<file path="config.mk">
export PLATFORM = sky130hd
export DESIGN_NAME = cod_clock_out_ctrl
export DESIGN_NICKNAME = d
export VERILOG_FILES = /design/src/cod_clock_out_ctrl.v /design/src/cod_out_chan.v
export VERILOG_INCLUDE_DIRS = /design/src /design/src/src
export SDC_FILE = /design/constraint.sdc
export NUM_CORES = 1
export LEC_CHECK = 0
export ABC_AREA = 0
export BUFFER_PORTS_ARGS = -buffer_cell sky130_fd_sc_hd__clkbuf_2
export CORE_MARGIN = 5
export CORE_UTILIZATION = 55
export CTS_CLUSTER_SIZE = 8
export DETAILED_ROUTE_END_ITERATION = 8
export GPL_TIMING_DRIVEN = 0
export HOLD_SLACK_MARGIN = 0.08
export PLACE_DENSITY = 0.78
export SYNTH_ARGS = -nofsm -noshare
export SYNTH_HDL_FRONTEND = slang
export SYNTH_HIERARCHICAL = 1
export SYNTH_SLANG_ARGS = --single-unit
</file>
<file path="constraint.sdc">
create_clock -name core_clk -period 7.6 [get_ports core_clk]
set_input_delay 1.52 -clock core_clk [delete_from_list [all_inputs] [get_ports core_clk]]
set_output_delay 1.52 -clock core_clk [all_outputs]
set_load 0.01 [all_outputs]
</file>
<file path="src/cod_defs.vh">
// Register map, field positions, reset values and timing counts
`ifndef COD_DEFS_VH
`define COD_DEFS_VH

`define COD_ADDR_W          6
`define COD_DATA_W          8

`define COD_REG_LOOP_CTRL   6'h00
`define COD_REG_STATUS      6'h01
`define COD_REG_FB_LO       6'h02
`define COD_REG_FB_HI       6'h03
`define COD_REG_PRESCALE    6'h04
`define COD_REG_SYNC        6'h05
`define COD_REG_RESYNC      6'h06
`define COD_REG_FLIP        6'h07
`define COD_REG_SILENCE     6'h08
`define COD_REG_OUT_CFG0    6'h10
`define COD_REG_OUT_DLY0    6'h18

`define COD_BIT_ON_TUNING   0
`define COD_BIT_FORCE_ON    1
`define COD_BIT_ON_UNLOCK   2
`define COD_BIT_WATCH_ONLY  3
`define COD_BIT_REF_ALIGN   4
`define COD_BIT_TUNE_START  5

`define COD_LOOP_CTRL_RST   8'h01
`define COD_FB_RST          10'h020
`define COD_FB_MIN          10'h020
`define COD_FB_RA_MIN       10'h002
`define COD_FB_RA_MAX       10'h1ff
`define COD_PRESCALE_RST    3'h0
`define COD_OUT_CFG_RST     6'h00
`define COD_MODE_RUN        2'h0
`define COD_MODE_TUNE_MUTE  2'h1
`define COD_MODE_BUF_OFF    2'h2
`define COD_MODE_ALL_OFF    2'h3

`define COD_RESTART_P       5'h12
`define COD_TUNE_CYC        16'h0040

`endif

</file>
<file path="src/cod_clock_out_ctrl.v">
// Clock output chain control: level loop, dividers, sync, output buffers
//
// What this block does
// - Level loop runs during each tuning cycle.
// - Force-on keeps loop always on, overriding others.
// - Unlock-enable runs loop while PLL unlocked.
// - Watch-only monitors amplitude, does not start loop.
// - Amplitude flags valid only when loop/watch active.
// - Feedback ratio 32 to 1023, normal mode.
// - Feedback ratio 2 to 511, aligned mode.
// - Prescaler divides 2/2.5/3/3.5/4, feeds all outputs.
// - Ratio two or integer prescale gives 50%.
// - Ratio one, half prescale: 40%/57% duty.
// - Ratio codes 0-15 map 1 to 512.
// - Power modes: run, tune mute, buffer off, off.
// - Output 0 mode 1 powers down if aligned.
// - Aligned mode puts output 0 in feedback.
// - Start delayed by 0-255 prescaler periods.
// - Delay needs resync allow; not output 0 aligned.
// - Polarity flip inverts differential sense.
// - Silence holds logic 0 per polarity flip.
// - Aligned mode ignores silence of output 0.
// - Restart after feedback cycle, 18 prescaler, delay.
`timescale 1ns/1ps
`include "cod_defs.vh"
module cod_clock_out_ctrl
#(
   parameter NOUT = 5
)
(
   // Clock and reset
   input  wire                    core_clk,
   input  wire                    rst,
   // Register port
   input  wire [`COD_ADDR_W-1:0]  reg_addr,
   input  wire [`COD_DATA_W-1:0]  reg_wdata,
   input  wire                    reg_wr,
   input  wire                    reg_rd,
   output reg  [`COD_DATA_W-1:0]  reg_rdata,
   // Pins from analog side and outside
   input  wire                    pll_locked_pin,
   input  wire                    amp_high_pin,
   input  wire                    amp_low_pin,
   input  wire                    sync_pin,
   // Amplitude loop controls
   output reg                     amplitude_control_loop,
   output reg                     amplitude_monitor_on,
   // Feedback divider
   output reg                     fb_tick,
   // Clock outputs
   output reg  [NOUT-1:0]         out_p,
   output reg  [NOUT-1:0]         out_n,
   output reg  [NOUT-1:0]         out_on
);

   localparam ST_IDLE = 4'b0001;
   localparam ST_HOLD = 4'b0010;
   localparam ST_FB   = 4'b0100;
   localparam ST_P    = 4'b1000;

   reg  [7:0]       loop_ctrl;
   reg  [9:0]       feedback_divide_value;
   reg  [2:0]       prescale_select;
   reg              sw_sync;
   reg  [NOUT-1:0]  divider_resync_allow;
   reg  [NOUT-1:0]  output_polarity_flip;
   reg  [NOUT-1:0]  output_silence;
   reg  [5:0]       out_cfg [0:NOUT-1];
   reg  [7:0]       output_start_delay [0:NOUT-1];

   reg  [3:0]       pin_s1;
   reg  [3:0]       pin_s2;
   wire             locked;
   wire             amp_hi;
   wire             amp_lo;
   wire             sync_in;

   reg              tuning;
   reg  [15:0]      tune_cnt;
   reg              amplitude_high_flag;
   reg              amplitude_low_flag;
   wire             level_loop_on_tuning;
   wire             level_loop_force_on;
   wire             level_loop_on_unlock;
   wire             amplitude_watch_only;
   wire             reference_aligned_mode;
   wire             next_loop;
   wire             enable_missing;

   reg  [2:0]       p_cnt;
   reg              p_tick;
   reg              p_level;
   reg  [9:0]       fb_cnt;
   wire [2:0]       p_len;
   wire [2:0]       p_high;
   wire             fb_bad;
   wire [9:0]       fb_eff;
   wire             fb_step;

   reg  [3:0]       sync_state;
   reg  [4:0]       sync_cnt;
   reg              restart;
   wire             sync_req;

   wire [NOUT-1:0]  ch_p;
   wire [NOUT-1:0]  ch_n;
   wire [NOUT-1:0]  ch_on;
   wire [NOUT-1:0]  ch_cyc;

   reg  [7:0]       next_rdata;
   integer          i;

   // Prescaler period in core cycles; one core cycle is half a VCO period
   function [2:0] pre_len;
      input [2:0] sel;
      pre_len = (sel > 3'h4) ? 3'h4 : sel + 3'h4;
   endfunction

   // High time of the prescaler waveform in core cycles
   function [2:0] pre_high;
      input [2:0] sel;
      case (sel)
         3'h0:    pre_high = 3'h2;
         3'h1:    pre_high = 3'h2;
         3'h2:    pre_high = 3'h3;
         3'h3:    pre_high = 3'h4;
         3'h4:    pre_high = 3'h4;
         default: pre_high = 3'h2;
      endcase
   endfunction

   assign level_loop_on_tuning   = loop_ctrl[`COD_BIT_ON_TUNING];
   assign level_loop_force_on    = loop_ctrl[`COD_BIT_FORCE_ON];
   assign level_loop_on_unlock   = loop_ctrl[`COD_BIT_ON_UNLOCK];
   assign amplitude_watch_only   = loop_ctrl[`COD_BIT_WATCH_ONLY];
   assign reference_aligned_mode = loop_ctrl[`COD_BIT_REF_ALIGN];

   assign locked  = pin_s2[0];
   assign amp_hi  = pin_s2[1];
   assign amp_lo  = pin_s2[2];
   assign sync_in = pin_s2[3];

   // Register writes
   always @(posedge core_clk)
   begin
      if (rst)
      begin
         loop_ctrl             <= `COD_LOOP_CTRL_RST;
         feedback_divide_value <= `COD_FB_RST;
         prescale_select       <= `COD_PRESCALE_RST;
         sw_sync               <= 1'b0;
         divider_resync_allow  <= {NOUT{1'b0}};
         output_polarity_flip  <= {NOUT{1'b0}};
         output_silence        <= {NOUT{1'b0}};
         for (i = 0; i < NOUT; i = i + 1)
         begin
            out_cfg[i]            <= `COD_OUT_CFG_RST;
            output_start_delay[i] <= 8'h00;
         end
      end
      else if (reg_wr)
      begin
         case (reg_addr)
            `COD_REG_LOOP_CTRL: loop_ctrl <= {3'h0, reg_wdata[4:0]};
            `COD_REG_FB_LO:     feedback_divide_value[7:0] <= reg_wdata;
            `COD_REG_FB_HI:     feedback_divide_value[9:8] <= reg_wdata[1:0];
            `COD_REG_PRESCALE:  prescale_select <= reg_wdata[2:0];
            `COD_REG_SYNC:      sw_sync <= reg_wdata[0];
            `COD_REG_RESYNC:    divider_resync_allow <= reg_wdata[NOUT-1:0];
            `COD_REG_FLIP:      output_polarity_flip <= reg_wdata[NOUT-1:0];
            `COD_REG_SILENCE:   output_silence <= reg_wdata[NOUT-1:0];
            default:
            begin
               for (i = 0; i < NOUT; i = i + 1)
               begin
                  if (reg_addr == `COD_REG_OUT_CFG0 + i[5:0])
                     out_cfg[i] <= reg_wdata[5:0];
                  if (reg_addr == `COD_REG_OUT_DLY0 + i[5:0])
                     output_start_delay[i] <= reg_wdata;
               end
            end
         endcase
      end
   end

   // Register reads, answered in the following cycle
   always @*
   begin
      next_rdata = 8'h00;
      case (reg_addr)
         `COD_REG_LOOP_CTRL: next_rdata = {2'h0, tuning, loop_ctrl[4:0]};
         `COD_REG_STATUS:    next_rdata = {1'b0, enable_missing, fb_bad,
                                           sync_state != ST_IDLE, tuning,
                                           amplitude_control_loop,
                                           amplitude_low_flag,
                                           amplitude_high_flag};
         `COD_REG_FB_LO:     next_rdata = feedback_divide_value[7:0];
         `COD_REG_FB_HI:     next_rdata = {6'h00, feedback_divide_value[9:8]};
         `COD_REG_PRESCALE:  next_rdata = {5'h00, prescale_select};
         `COD_REG_SYNC:      next_rdata = {7'h00, sw_sync};
         `COD_REG_RESYNC:    next_rdata = {3'h0, divider_resync_allow};
         `COD_REG_FLIP:      next_rdata = {3'h0, output_polarity_flip};
         `COD_REG_SILENCE:   next_rdata = {3'h0, output_silence};
         default:
         begin
            for (i = 0; i < NOUT; i = i + 1)
            begin
               if (reg_addr == `COD_REG_OUT_CFG0 + i[5:0])
                  next_rdata = {2'h0, out_cfg[i]};
               if (reg_addr == `COD_REG_OUT_DLY0 + i[5:0])
                  next_rdata = output_start_delay[i];
            end
         end
      endcase
   end

   always @(posedge core_clk)
   begin
      if (rst)
         reg_rdata <= 8'h00;
      else
         reg_rdata <= reg_rd ? next_rdata : 8'h00;
   end

   // Two-flop synchronisers on all pin inputs
   always @(posedge core_clk)
   begin
      if (rst)
      begin
         pin_s1 <= 4'h0;
         pin_s2 <= 4'h0;
      end
      else
      begin
         pin_s1 <= {sync_pin, amp_low_pin, amp_high_pin, pll_locked_pin};
         pin_s2 <= pin_s1;
      end
   end

   // Tuning cycle, started by the self-clearing start bit
   always @(posedge core_clk)
   begin
      if (rst)
      begin
         tuning   <= 1'b0;
         tune_cnt <= 16'h0000;
      end
      else if (reg_wr & (reg_addr == `COD_REG_LOOP_CTRL) &
               reg_wdata[`COD_BIT_TUNE_START])
      begin
         tuning   <= 1'b1;
         tune_cnt <= `COD_TUNE_CYC - 16'h0001;
      end
      else if (tuning)
      begin
         if (tune_cnt == 16'h0000)
            tuning <= 1'b0;
         else
            tune_cnt <= tune_cnt - 16'h0001;
      end
   end

   assign next_loop = level_loop_force_on |
                      (level_loop_on_tuning & tuning) |
                      (level_loop_on_unlock & ~locked);
   assign enable_missing = ~(level_loop_on_tuning | level_loop_force_on |
                             level_loop_on_unlock);

   always @(posedge core_clk)
   begin
      if (rst)
      begin
         amplitude_control_loop <= 1'b0;
         amplitude_monitor_on   <= 1'b0;
         amplitude_high_flag    <= 1'b0;
         amplitude_low_flag     <= 1'b0;
      end
      else
      begin
         amplitude_control_loop <= next_loop;
         amplitude_monitor_on   <= next_loop | amplitude_watch_only;
         amplitude_high_flag    <= amp_hi & amplitude_monitor_on;
         amplitude_low_flag     <= amp_lo & amplitude_monitor_on;
      end
   end

   // Prescaler; invalid codes fall back to divide by 2
   assign p_len  = pre_len(prescale_select);
   assign p_high = pre_high(prescale_select);

   always @(posedge core_clk)
   begin
      if (rst)
      begin
         p_cnt   <= 3'h0;
         p_tick  <= 1'b0;
         p_level <= 1'b0;
      end
      else
      begin
         p_cnt   <= (p_cnt == p_len - 3'h1) ? 3'h0 : p_cnt + 3'h1;
         p_tick  <= (p_cnt == 3'h0);
         p_level <= (p_cnt < p_high);
      end
   end

   // Feedback divider; out-of-range ratios are clamped and flagged
   assign fb_bad = reference_aligned_mode ?
                   (feedback_divide_value < `COD_FB_RA_MIN ||
                    feedback_divide_value > `COD_FB_RA_MAX) :
                   (feedback_divide_value < `COD_FB_MIN);
   assign fb_eff = ~fb_bad ? feedback_divide_value :
                   reference_aligned_mode ?
                   ((feedback_divide_value < `COD_FB_RA_MIN) ?
                    `COD_FB_RA_MIN : `COD_FB_RA_MAX) : `COD_FB_MIN;
   // Aligned mode counts output 0 periods, otherwise VCO half periods
   assign fb_step = reference_aligned_mode ? ch_cyc[0] : 1'b1;

   always @(posedge core_clk)
   begin
      if (rst)
      begin
         fb_cnt  <= 10'h000;
         fb_tick <= 1'b0;
      end
      else
      begin
         fb_tick <= 1'b0;
         if (fb_step)
         begin
            if (fb_cnt >= fb_eff - 10'h001)
            begin
               fb_cnt  <= 10'h000;
               fb_tick <= 1'b1;
            end
            else
               fb_cnt <= fb_cnt + 10'h001;
         end
      end
   end

   // Sync sequencer: hold, one feedback cycle, 18 prescaler periods
   assign sync_req = sync_in | sw_sync;

   always @(posedge core_clk)
   begin
      if (rst)
      begin
         sync_state <= ST_IDLE;
         sync_cnt   <= 5'h00;
         restart    <= 1'b0;
      end
      else
      begin
         restart <= 1'b0;
         case (sync_state)
            ST_IDLE:
               if (sync_req)
                  sync_state <= ST_HOLD;
            ST_HOLD:
               if (~sync_req)
                  sync_state <= ST_FB;
            ST_FB:
               if (sync_req)
                  sync_state <= ST_HOLD;
               else if (fb_tick)
               begin
                  sync_state <= ST_P;
                  sync_cnt   <= `COD_RESTART_P;
               end
            ST_P:
               if (sync_req)
                  sync_state <= ST_HOLD;
               else if (p_tick)
               begin
                  if (sync_cnt == 5'h01)
                  begin
                     sync_state <= ST_IDLE;
                     restart    <= 1'b1;
                  end
                  sync_cnt <= sync_cnt - 5'h01;
               end
            default:
               sync_state <= ST_IDLE;
         endcase
      end
   end

   // Output channels
   genvar g;
   generate
      for (g = 0; g < NOUT; g = g + 1)
      begin : chan
         wire ra0   = reference_aligned_mode & (g == 0);
         wire allow = divider_resync_allow[g] & ~ra0;
         wire mute1 = tuning & (out_cfg[g][5:4] == `COD_MODE_TUNE_MUTE);
         cod_out_chan u_chan
         (
            .core_clk    (core_clk),
            .rst         (rst),
            .p_tick      (p_tick),
            .p_level     (p_level),
            .ratio_code  (out_cfg[g][3:0]),
            .power_mode  (out_cfg[g][5:4]),
            .start_delay (output_start_delay[g]),
            .delay_on    (allow),
            .flip        (output_polarity_flip[g]),
            .silence     (output_silence[g] & ~ra0),
            .tune_mute   (mute1 & ~ra0),
            .tune_pdown  (mute1 & ra0),
            .hold        (allow & (sync_state != ST_IDLE) & ~restart),
            .restart     (restart & allow),
            .out_p       (ch_p[g]),
            .out_n       (ch_n[g]),
            .out_on      (ch_on[g]),
            .cyc_tick    (ch_cyc[g])
         );
      end
   endgenerate

   always @(posedge core_clk)
   begin
      if (rst)
      begin
         out_p  <= {NOUT{1'b0}};
         out_n  <= {NOUT{1'b0}};
         out_on <= {NOUT{1'b0}};
      end
      else
      begin
         out_p  <= ch_p;
         out_n  <= ch_n;
         out_on <= ch_on;
      end
   end

endmodule // cod_clock_out_ctrl

</file>
<file path="src/cod_out_chan.v">
// One output divider with start delay, power modes, silence and polarity
`timescale 1ns/1ps
module cod_out_chan
(
   // Clock and reset
   input  wire       core_clk,
   input  wire       rst,
   // Prescaler timing
   input  wire       p_tick,
   input  wire       p_level,
   // Configuration
   input  wire [3:0] ratio_code,
   input  wire [1:0] power_mode,
   input  wire [7:0] start_delay,
   input  wire       delay_on,
   input  wire       flip,
   input  wire       silence,
   input  wire       tune_mute,
   input  wire       tune_pdown,
   // Synchronisation
   input  wire       hold,
   input  wire       restart,
   // Outputs
   output reg        out_p,
   output reg        out_n,
   output reg        out_on,
   output reg        cyc_tick
);

   reg  [7:0] dly_cnt;
   reg        dly_run;
   reg        running;
   reg  [8:0] cnt;
   reg        lvl;
   wire [8:0] half;
   wire       wave;
   wire       div_off;
   wire       buf_on;
   wire       quiet;

   // Half the division ratio, in prescaler periods
   function [8:0] half_ratio;
      input [3:0] code;
      case (code)
         4'h1:    half_ratio = 9'h001;
         4'h2:    half_ratio = 9'h002;
         4'h3:    half_ratio = 9'h004;
         4'h4:    half_ratio = 9'h006;
         4'h5:    half_ratio = 9'h008;
         4'h6:    half_ratio = 9'h00c;
         4'h7:    half_ratio = 9'h010;
         4'h8:    half_ratio = 9'h018;
         4'h9:    half_ratio = 9'h020;
         4'ha:    half_ratio = 9'h030;
         4'hb:    half_ratio = 9'h040;
         4'hc:    half_ratio = 9'h060;
         4'hd:    half_ratio = 9'h080;
         4'he:    half_ratio = 9'h0c0;
         4'hf:    half_ratio = 9'h100;
         default: half_ratio = 9'h000;
      endcase
   endfunction

   assign half    = half_ratio(ratio_code);
   assign div_off = (power_mode == `COD_MODE_ALL_OFF);
   assign wave    = (ratio_code == 4'h0) ? (p_level & running) : lvl;
   assign buf_on  = ~div_off & (power_mode != `COD_MODE_BUF_OFF) & ~tune_pdown;
   assign quiet   = silence | tune_mute;

   always @(posedge core_clk)
   begin
      if (rst | div_off | hold)
      begin
         dly_cnt  <= 8'h00;
         dly_run  <= 1'b0;
         running  <= ~hold;
         cnt      <= 9'h000;
         lvl      <= 1'b0;
         cyc_tick <= 1'b0;
      end
      else
      begin
         cyc_tick <= 1'b0;
         if (restart)
         begin
            running <= 1'b0;
            lvl     <= 1'b0;
            cnt     <= 9'h000;
            dly_cnt <= delay_on ? start_delay : 8'h00;
            dly_run <= 1'b1;
         end
         else if (dly_run)
         begin
            if (dly_cnt == 8'h00)
            begin
               dly_run <= 1'b0;
               running <= 1'b1;
               lvl     <= 1'b1;
               cyc_tick <= 1'b1;
            end
            else if (p_tick)
               dly_cnt <= dly_cnt - 8'h01;
         end
         else if (running & p_tick)
         begin
            if (half == 9'h000)
               cyc_tick <= 1'b1;
            else if (cnt >= half - 9'h001)
            begin
               cnt      <= 9'h000;
               lvl      <= ~lvl;
               cyc_tick <= ~lvl;
            end
            else
               cnt <= cnt + 9'h001;
         end
      end
   end

   // Buffer: silenced output is logic 0 in the flipped sense
   always @(posedge core_clk)
   begin
      if (rst)
      begin
         out_p  <= 1'b0;
         out_n  <= 1'b0;
         out_on <= 1'b0;
      end
      else
      begin
         out_on <= buf_on;
         out_p  <= buf_on & (quiet ? flip : (wave ^ flip));
         out_n  <= buf_on & (quiet ? ~flip : ~(wave ^ flip));
      end
   end

endmodule // cod_out_chan

</file>
* Word level (Yosys, flattened, before mapping)
Memories as Yosys holds them, arrays and structs flattened.
Cells that the tools add are included.
** Operators by class
- Bitwise logic cells :: 137
- Add/subtract/negate cells :: 22
- Multiplexer cells :: 207
- Equality and inequality tests :: 68
- Reduce and logical (&&, ||, !) cells :: 95
- Magnitude comparators :: 11
** Operators with widths (count)
- 2-to-1 mux 8 bit :: 39
- 2-to-1 mux 1 bit :: 134
- one-hot mux 8 bit (9 select lines) :: 1
- 2-to-1 mux 9 bit :: 7
- equality test 6 x 5 -> 1 bit (second input constant) :: 10
- AND 1 bit :: 56
- 2-to-1 mux 6 bit :: 9
- adder 9 x 1 -> 9 bit (second input constant) :: 5
- greater-or-equal comparator 9 bit :: 5
- zero test 9 bit :: 5
- inverter 1 bit :: 45
- subtractor 9 x 1 -> 9 bit (second input constant) :: 5
- nonzero test 2 bit :: 22
- zero test 8 bit :: 5
- subtractor 8 x 1 -> 8 bit (second input constant) :: 5
- inequality test 2 bit (second input constant) :: 17
- OR 1 bit :: 31
- AND reduction 2 bit :: 15
- AND reduction 3 bit :: 10
- nonzero test 3 bit :: 10
- 2-to-1 mux 4 bit :: 7
- equality test 6 x 3 -> 1 bit (second input constant) :: 4
- zero test 4 bit :: 5
- 2-to-1 mux 10 bit :: 2
- 44 further kinds :: 86
** Storage, ports and cells
- Bits in writable memories :: 70
- Output and inout port bits :: 26
- Logic and storage cells :: 617
- ROM bits :: 720
- Memories kept :: 7
- Bits in registers :: 228
** Memory list
- (name not given) :: depth 16, bits a word 9, rd ports 1, clocked after Yosys merged registers in 0, wr ports 0, RTL line cod_out_chan.v:44 : case (code)
- (name not given) :: depth 16, bits a word 9, rd ports 1, clocked after Yosys merged registers in 0, wr ports 0, RTL line cod_out_chan.v:44
- (name not given) :: depth 16, bits a word 9, rd ports 1, clocked after Yosys merged registers in 0, wr ports 0, RTL line cod_out_chan.v:44
- (name not given) :: depth 16, bits a word 9, rd ports 1, clocked after Yosys merged registers in 0, wr ports 0, RTL line cod_out_chan.v:44
- (name not given) :: depth 16, bits a word 9, rd ports 1, clocked after Yosys merged registers in 0, wr ports 0, RTL line cod_out_chan.v:44
- output_start_delay :: depth 5, bits a word 8, rd ports 5, clocked after Yosys merged registers in 0, wr ports 5, RTL line cod_clock_out_ctrl.v:69 : reg [7:0] output_start_delay [0:NOUT-1];
- 1 more memories

* Logic depth before layout (Yosys ltp)
- Word-level depth :: 12
- Gate-level depth with buffers :: 18

* Modules after synthesis
Netlist, hierarchy kept.
** Modules (own cells, without submodules)
- cod_clock_out_ctrl :: area an instance 8469.4 µm², times used 1, cells each 837, sequential area each 4344.2 µm²
- cod_out_chan (chan[0].u_chan ...) :: area an instance 1884.3 µm², times used 4, cells each 240, sequential area each 490.5 µm²
- cod_out_chan (chan[4].u_chan) :: area an instance 2023.2 µm², times used 1, cells each 266, sequential area each 490.5 µm²

* Least setup slack after synthesis
OpenSTA, ideal clock, no wires.
- Kind :: input to register
- Start :: in reg_addr[3]
- End :: mem output_start_delay[1][2], in the netlist output_start_delay[0][10] (enable)
- Arrival time :: 3.317 ns
- Setup time :: 0.384 ns
- Stages on the path :: 6
- Path slack :: 3.899 ns
- Cell sequence :: buf_2 -> buf_2 -> buf_1 -> clkbuf_1 -> nand3_1 -> o21ai_0
** RTL lines
- start, declared :: RTL line cod_clock_out_ctrl.v:35 : input wire [`COD_ADDR_W-1:0] reg_addr,
- end, declared :: RTL line cod_clock_out_ctrl.v:69

==> out/qor.yml <==
run_status: "completed"
first_global_vias: 15100
post-route-period-util_pct: 57.5
finalSetupTns_ns: 0
crit_chain: "inv_1 -> ha_1 -> clkbuf_1 -> mux2i_1 -> or2_2 -> ha_1 -> and2_1 -> o211ai_1 -> o2111ai_1 -> ha_1 -> nand4_1 -> o31ai_1 -> buf_6 -> nor4b_1 -> a221o_1"
cpMostUsedCell: "sky130_fd_sc_hd__ha_1"
wire_per_inst_um: 18.9
clock-skew-final_ns: 0.0192
fmax_mhz: 229
grt-ovfl-total: 0
clock_sink_count: 298
hold_buffer_count_at_cts: 0
largest_stage_delay_on_the_critical_path_ns: 0.68
via_count: 16100
post_cts_resized: 0
wl_met1_um: 20600
r2r_path_end: "chan[1].u_chan/cnt[6]"
pwr_total_w: 0.00392
maxCapViolCount: 0
wl_met3_um: 4300
worst_r2r_path_depth: 15
critPathCaptureType: "flop"
num-nets-final: 2265
synth_cells: 2047
antennaDiodeCount: 0
fill_cells: 2718
detailedRoute.firstPassIterationCount: 6
synth.yosys.warnings: 6
setup_viol_count_final: 0
synthesis.area_um2: 17900
final-hold-violation-count: 0
max-vdd-ir-drop_v: 0.000176
switching_component_of_the_power_w: 0.00104
wl_met2_um: 22300
final.min_clock_period_ns: 4.37
clkSlewWorstSetupHoldPaths_ns: 0.05
htree_num_levels: 2
syn-mean-instance-area_um2: 8.73
globalRouteTotalUtil_pct: 26.5
initial_utilization_pct: 55.3
worst_setup_sp: "out_cfg[0][6]"
hold_class: "flop to flop"
antenna_violations_before_repair: 0
clockRootBuffer: "sky130_fd_sc_hd__clkbuf_16"
combinationalPowerShare_pct: 10.4
die_height_um: 190
required_ns: 8.03
leakage_power_nw: 7.74
vias_per_cell: 6.21
relSlewSlack_pct: 18.5
die_x_um: 190
wl_um: 49200
postCtsSetupBuffers: 0
highest_layer: "met4"
io-pin-count: 48
worst-slew-pin-transition_ns: 1.22
hold-path-cell-count: 1
io_buffer_count: 43
ctsLongestPathBuffers: 3
core_region_area_um2: 32300
path_class: "flop to flop"
grt_first_pass_wirelength_um: 78100
regArea_um2: 6720
initialDrtViolationCount: 1592
min_delay_worst_endpoint: "out_on[0]"
detailedPlacementHpwl_um: 35600
p_per_area_nw_per_um2: 197
die_outline_area_um2: 36200
drive_above_1_share_pct: 10.4
drtAntennaViolNets: 0
multi_input_comb_area_um2: 10200
power_switching_share_pct: 26.5
cpMaxStageDelayCell: "sky130_fd_sc_hd__o31ai_1"
final-max-slew-violation-count: 0
setup_repair_after_global_routing_missed_its_margin: "no"
worstSkewPairLatency_ns: 0.56
row_count: 66
grt_start_max_net_pins: 18
p_int_w: 0.00288
timing.critical_path.from_type: "flop"
holdCritStartpoint: "chan[0].u_chan/out_on"
syn2layout_area_growth_pct: 11.3
drcViolationCount: 0
final_core_utilization_pct: 61.6
num_cts_buffers: 43
clockPowerShare_pct: 45.6
critical_path.reg2reg.startpoint: "out_cfg[0][6]"
part_of_the_power_in_registers_pct: 44.0
crit_arrival_ns: 4.80
worst-path-max-fanout: 9
tritoncts: "yes"
routabilityCongestion: 1.04
final.hold.worst_slack_ns: 0.432
worst-r2r-setup-slack_ns: 3.23
## sequential cells by signal, summed over array words and instances, names as in the netlist, 5 cells and up
name and count:
output_polarity_flip 5, chan.u_chan/dly_run 5, chan.u_chan/out_p 5, out_cfg 30, out_n 5, tune_cnt 16
divider_resync_allow 5, reg_rdata 8, chan.u_chan/out_on 5, chan.u_chan/dly_cnt 40, fb_cnt 10, chan.u_chan/lvl 5
out_p 5, output_silence 5, sync_cnt 5, feedback_divide_value 10, chan.u_chan/out_n 5, out_on 5
loop_ctrl 5, chan.u_chan/running 5, output_start_delay 40, chan.u_chan/cnt 45
## placed cells by master, fill, tap and decap left out, types with 17 or more instances in the layout
master                      count
sky130_fd_sc_hd__o21a_1        22
sky130_fd_sc_hd__nand3_1      103
sky130_fd_sc_hd__edfxtp_1      75
sky130_fd_sc_hd__a211oi_1      25
sky130_fd_sc_hd__inv_1         75
sky130_fd_sc_hd__mux2_2        18
sky130_fd_sc_hd__nand2_1      182
sky130_fd_sc_hd__nor2_1       234
sky130_fd_sc_hd__clkbuf_1      66
sky130_fd_sc_hd__a31oi_1       22
sky130_fd_sc_hd__xnor2_1       38
sky130_fd_sc_hd__a21oi_1      119
sky130_fd_sc_hd__and2_1        38
sky130_fd_sc_hd__nand2b_1      24
sky130_fd_sc_hd__ha_1         105
sky130_fd_sc_hd__buf_2         21
sky130_fd_sc_hd__nor3_1        57
sky130_fd_sc_hd__and3_1        21
sky130_fd_sc_hd__a221o_1       30
sky130_fd_sc_hd__clkbuf_16     43
sky130_fd_sc_hd__o21ai_0       84
sky130_fd_sc_hd__xor2_1        27
sky130_fd_sc_hd__mux2i_1       47
sky130_fd_sc_hd__dfxtp_1      223
sky130_fd_sc_hd__nand4_1       30
sky130_fd_sc_hd__or2_2         17
sky130_fd_sc_hd__nor2b_1       50
sky130_fd_sc_hd__clkbuf_2      48
## area by class of cell
class | count | share of cell area (%)
multi-input cells | 1572 | 51.5
flip-flops and latches | 298 | 33.8
clock buffers | 62 | 5.87
plain buffers | 105 | 3.19
well taps | 442 | 2.78
inverters | 75 | 1.41
repair buffers | 43 | 1.08
clock inverters | 3 | 0.402
## power groups by stage
stage	logic (W)	clock network, W	registers [W]
after floorplan	0.000296	0	0.00173
after global placement	0.000387	0	0.00175
after detailed placement	0.000399	0	0.00175
after CTS	0.000402	0.00180	0.00172
after global routing	0.000452	0.00188	0.00172
final	0.000408	0.00179	0.00172
## per-stage QoR
step	instance area (um2)	setup slack (ns)	std cells
after floorplan	17900	3.90	2050
after global placement	18700	3.19	2535
after detailed placement	18700	3.12	2535
after CTS	19900	3.25	2600
after global routing	19900	2.93	2600
final	19900	3.23	2600
## worst max-delay path, delay by kind of cell (launching register included)
| kind | cells | cell delay (ns) |
|---|---|---|
| buffers and inverters | 3 | 0.77 |
| multiplexers | 1 | 0.13 |
| flip-flops | 1 | 0.57 |
| adder cells (fa/ha/maj) | 3 | 0.77 |
| AND/OR/NAND/NOR | 4 | 0.68 |
| AO/OA/AOI/OAI | 4 | 1.31 |
## how the worst max path moves through the flow
| stage | endpoint | slack, ns | depth (start not counted) |
|---|---|---|---|
| finish | chan[1].u_chan/cnt[6] | 3.23 | 15 |
| global route | chan[3].u_chan/lvl | 2.93 | 17 |
| CTS | chan[3].u_chan/lvl | 3.25 | 17 |
| detailed placement | output_start_delay[0][18] | 3.12 | 6 |
| global placement | output_start_delay[0][11] | 3.19 | 6 |
| floorplan | output_start_delay[0][10] | 3.90 | 6 |
## per-layer routing
| metal | GRT usage, % | up-vias |
|---|---|---|
| met5 | 0.412 | - |
| met2 | 42.8 | 722 |
| li1 | - | 7643 |
| met4 | 9.45 | 0 |
| met3 | 6.15 | 138 |
| met1 | 35.1 | 7635 |
Note: power is estimated with default switching activity, not from simulation.
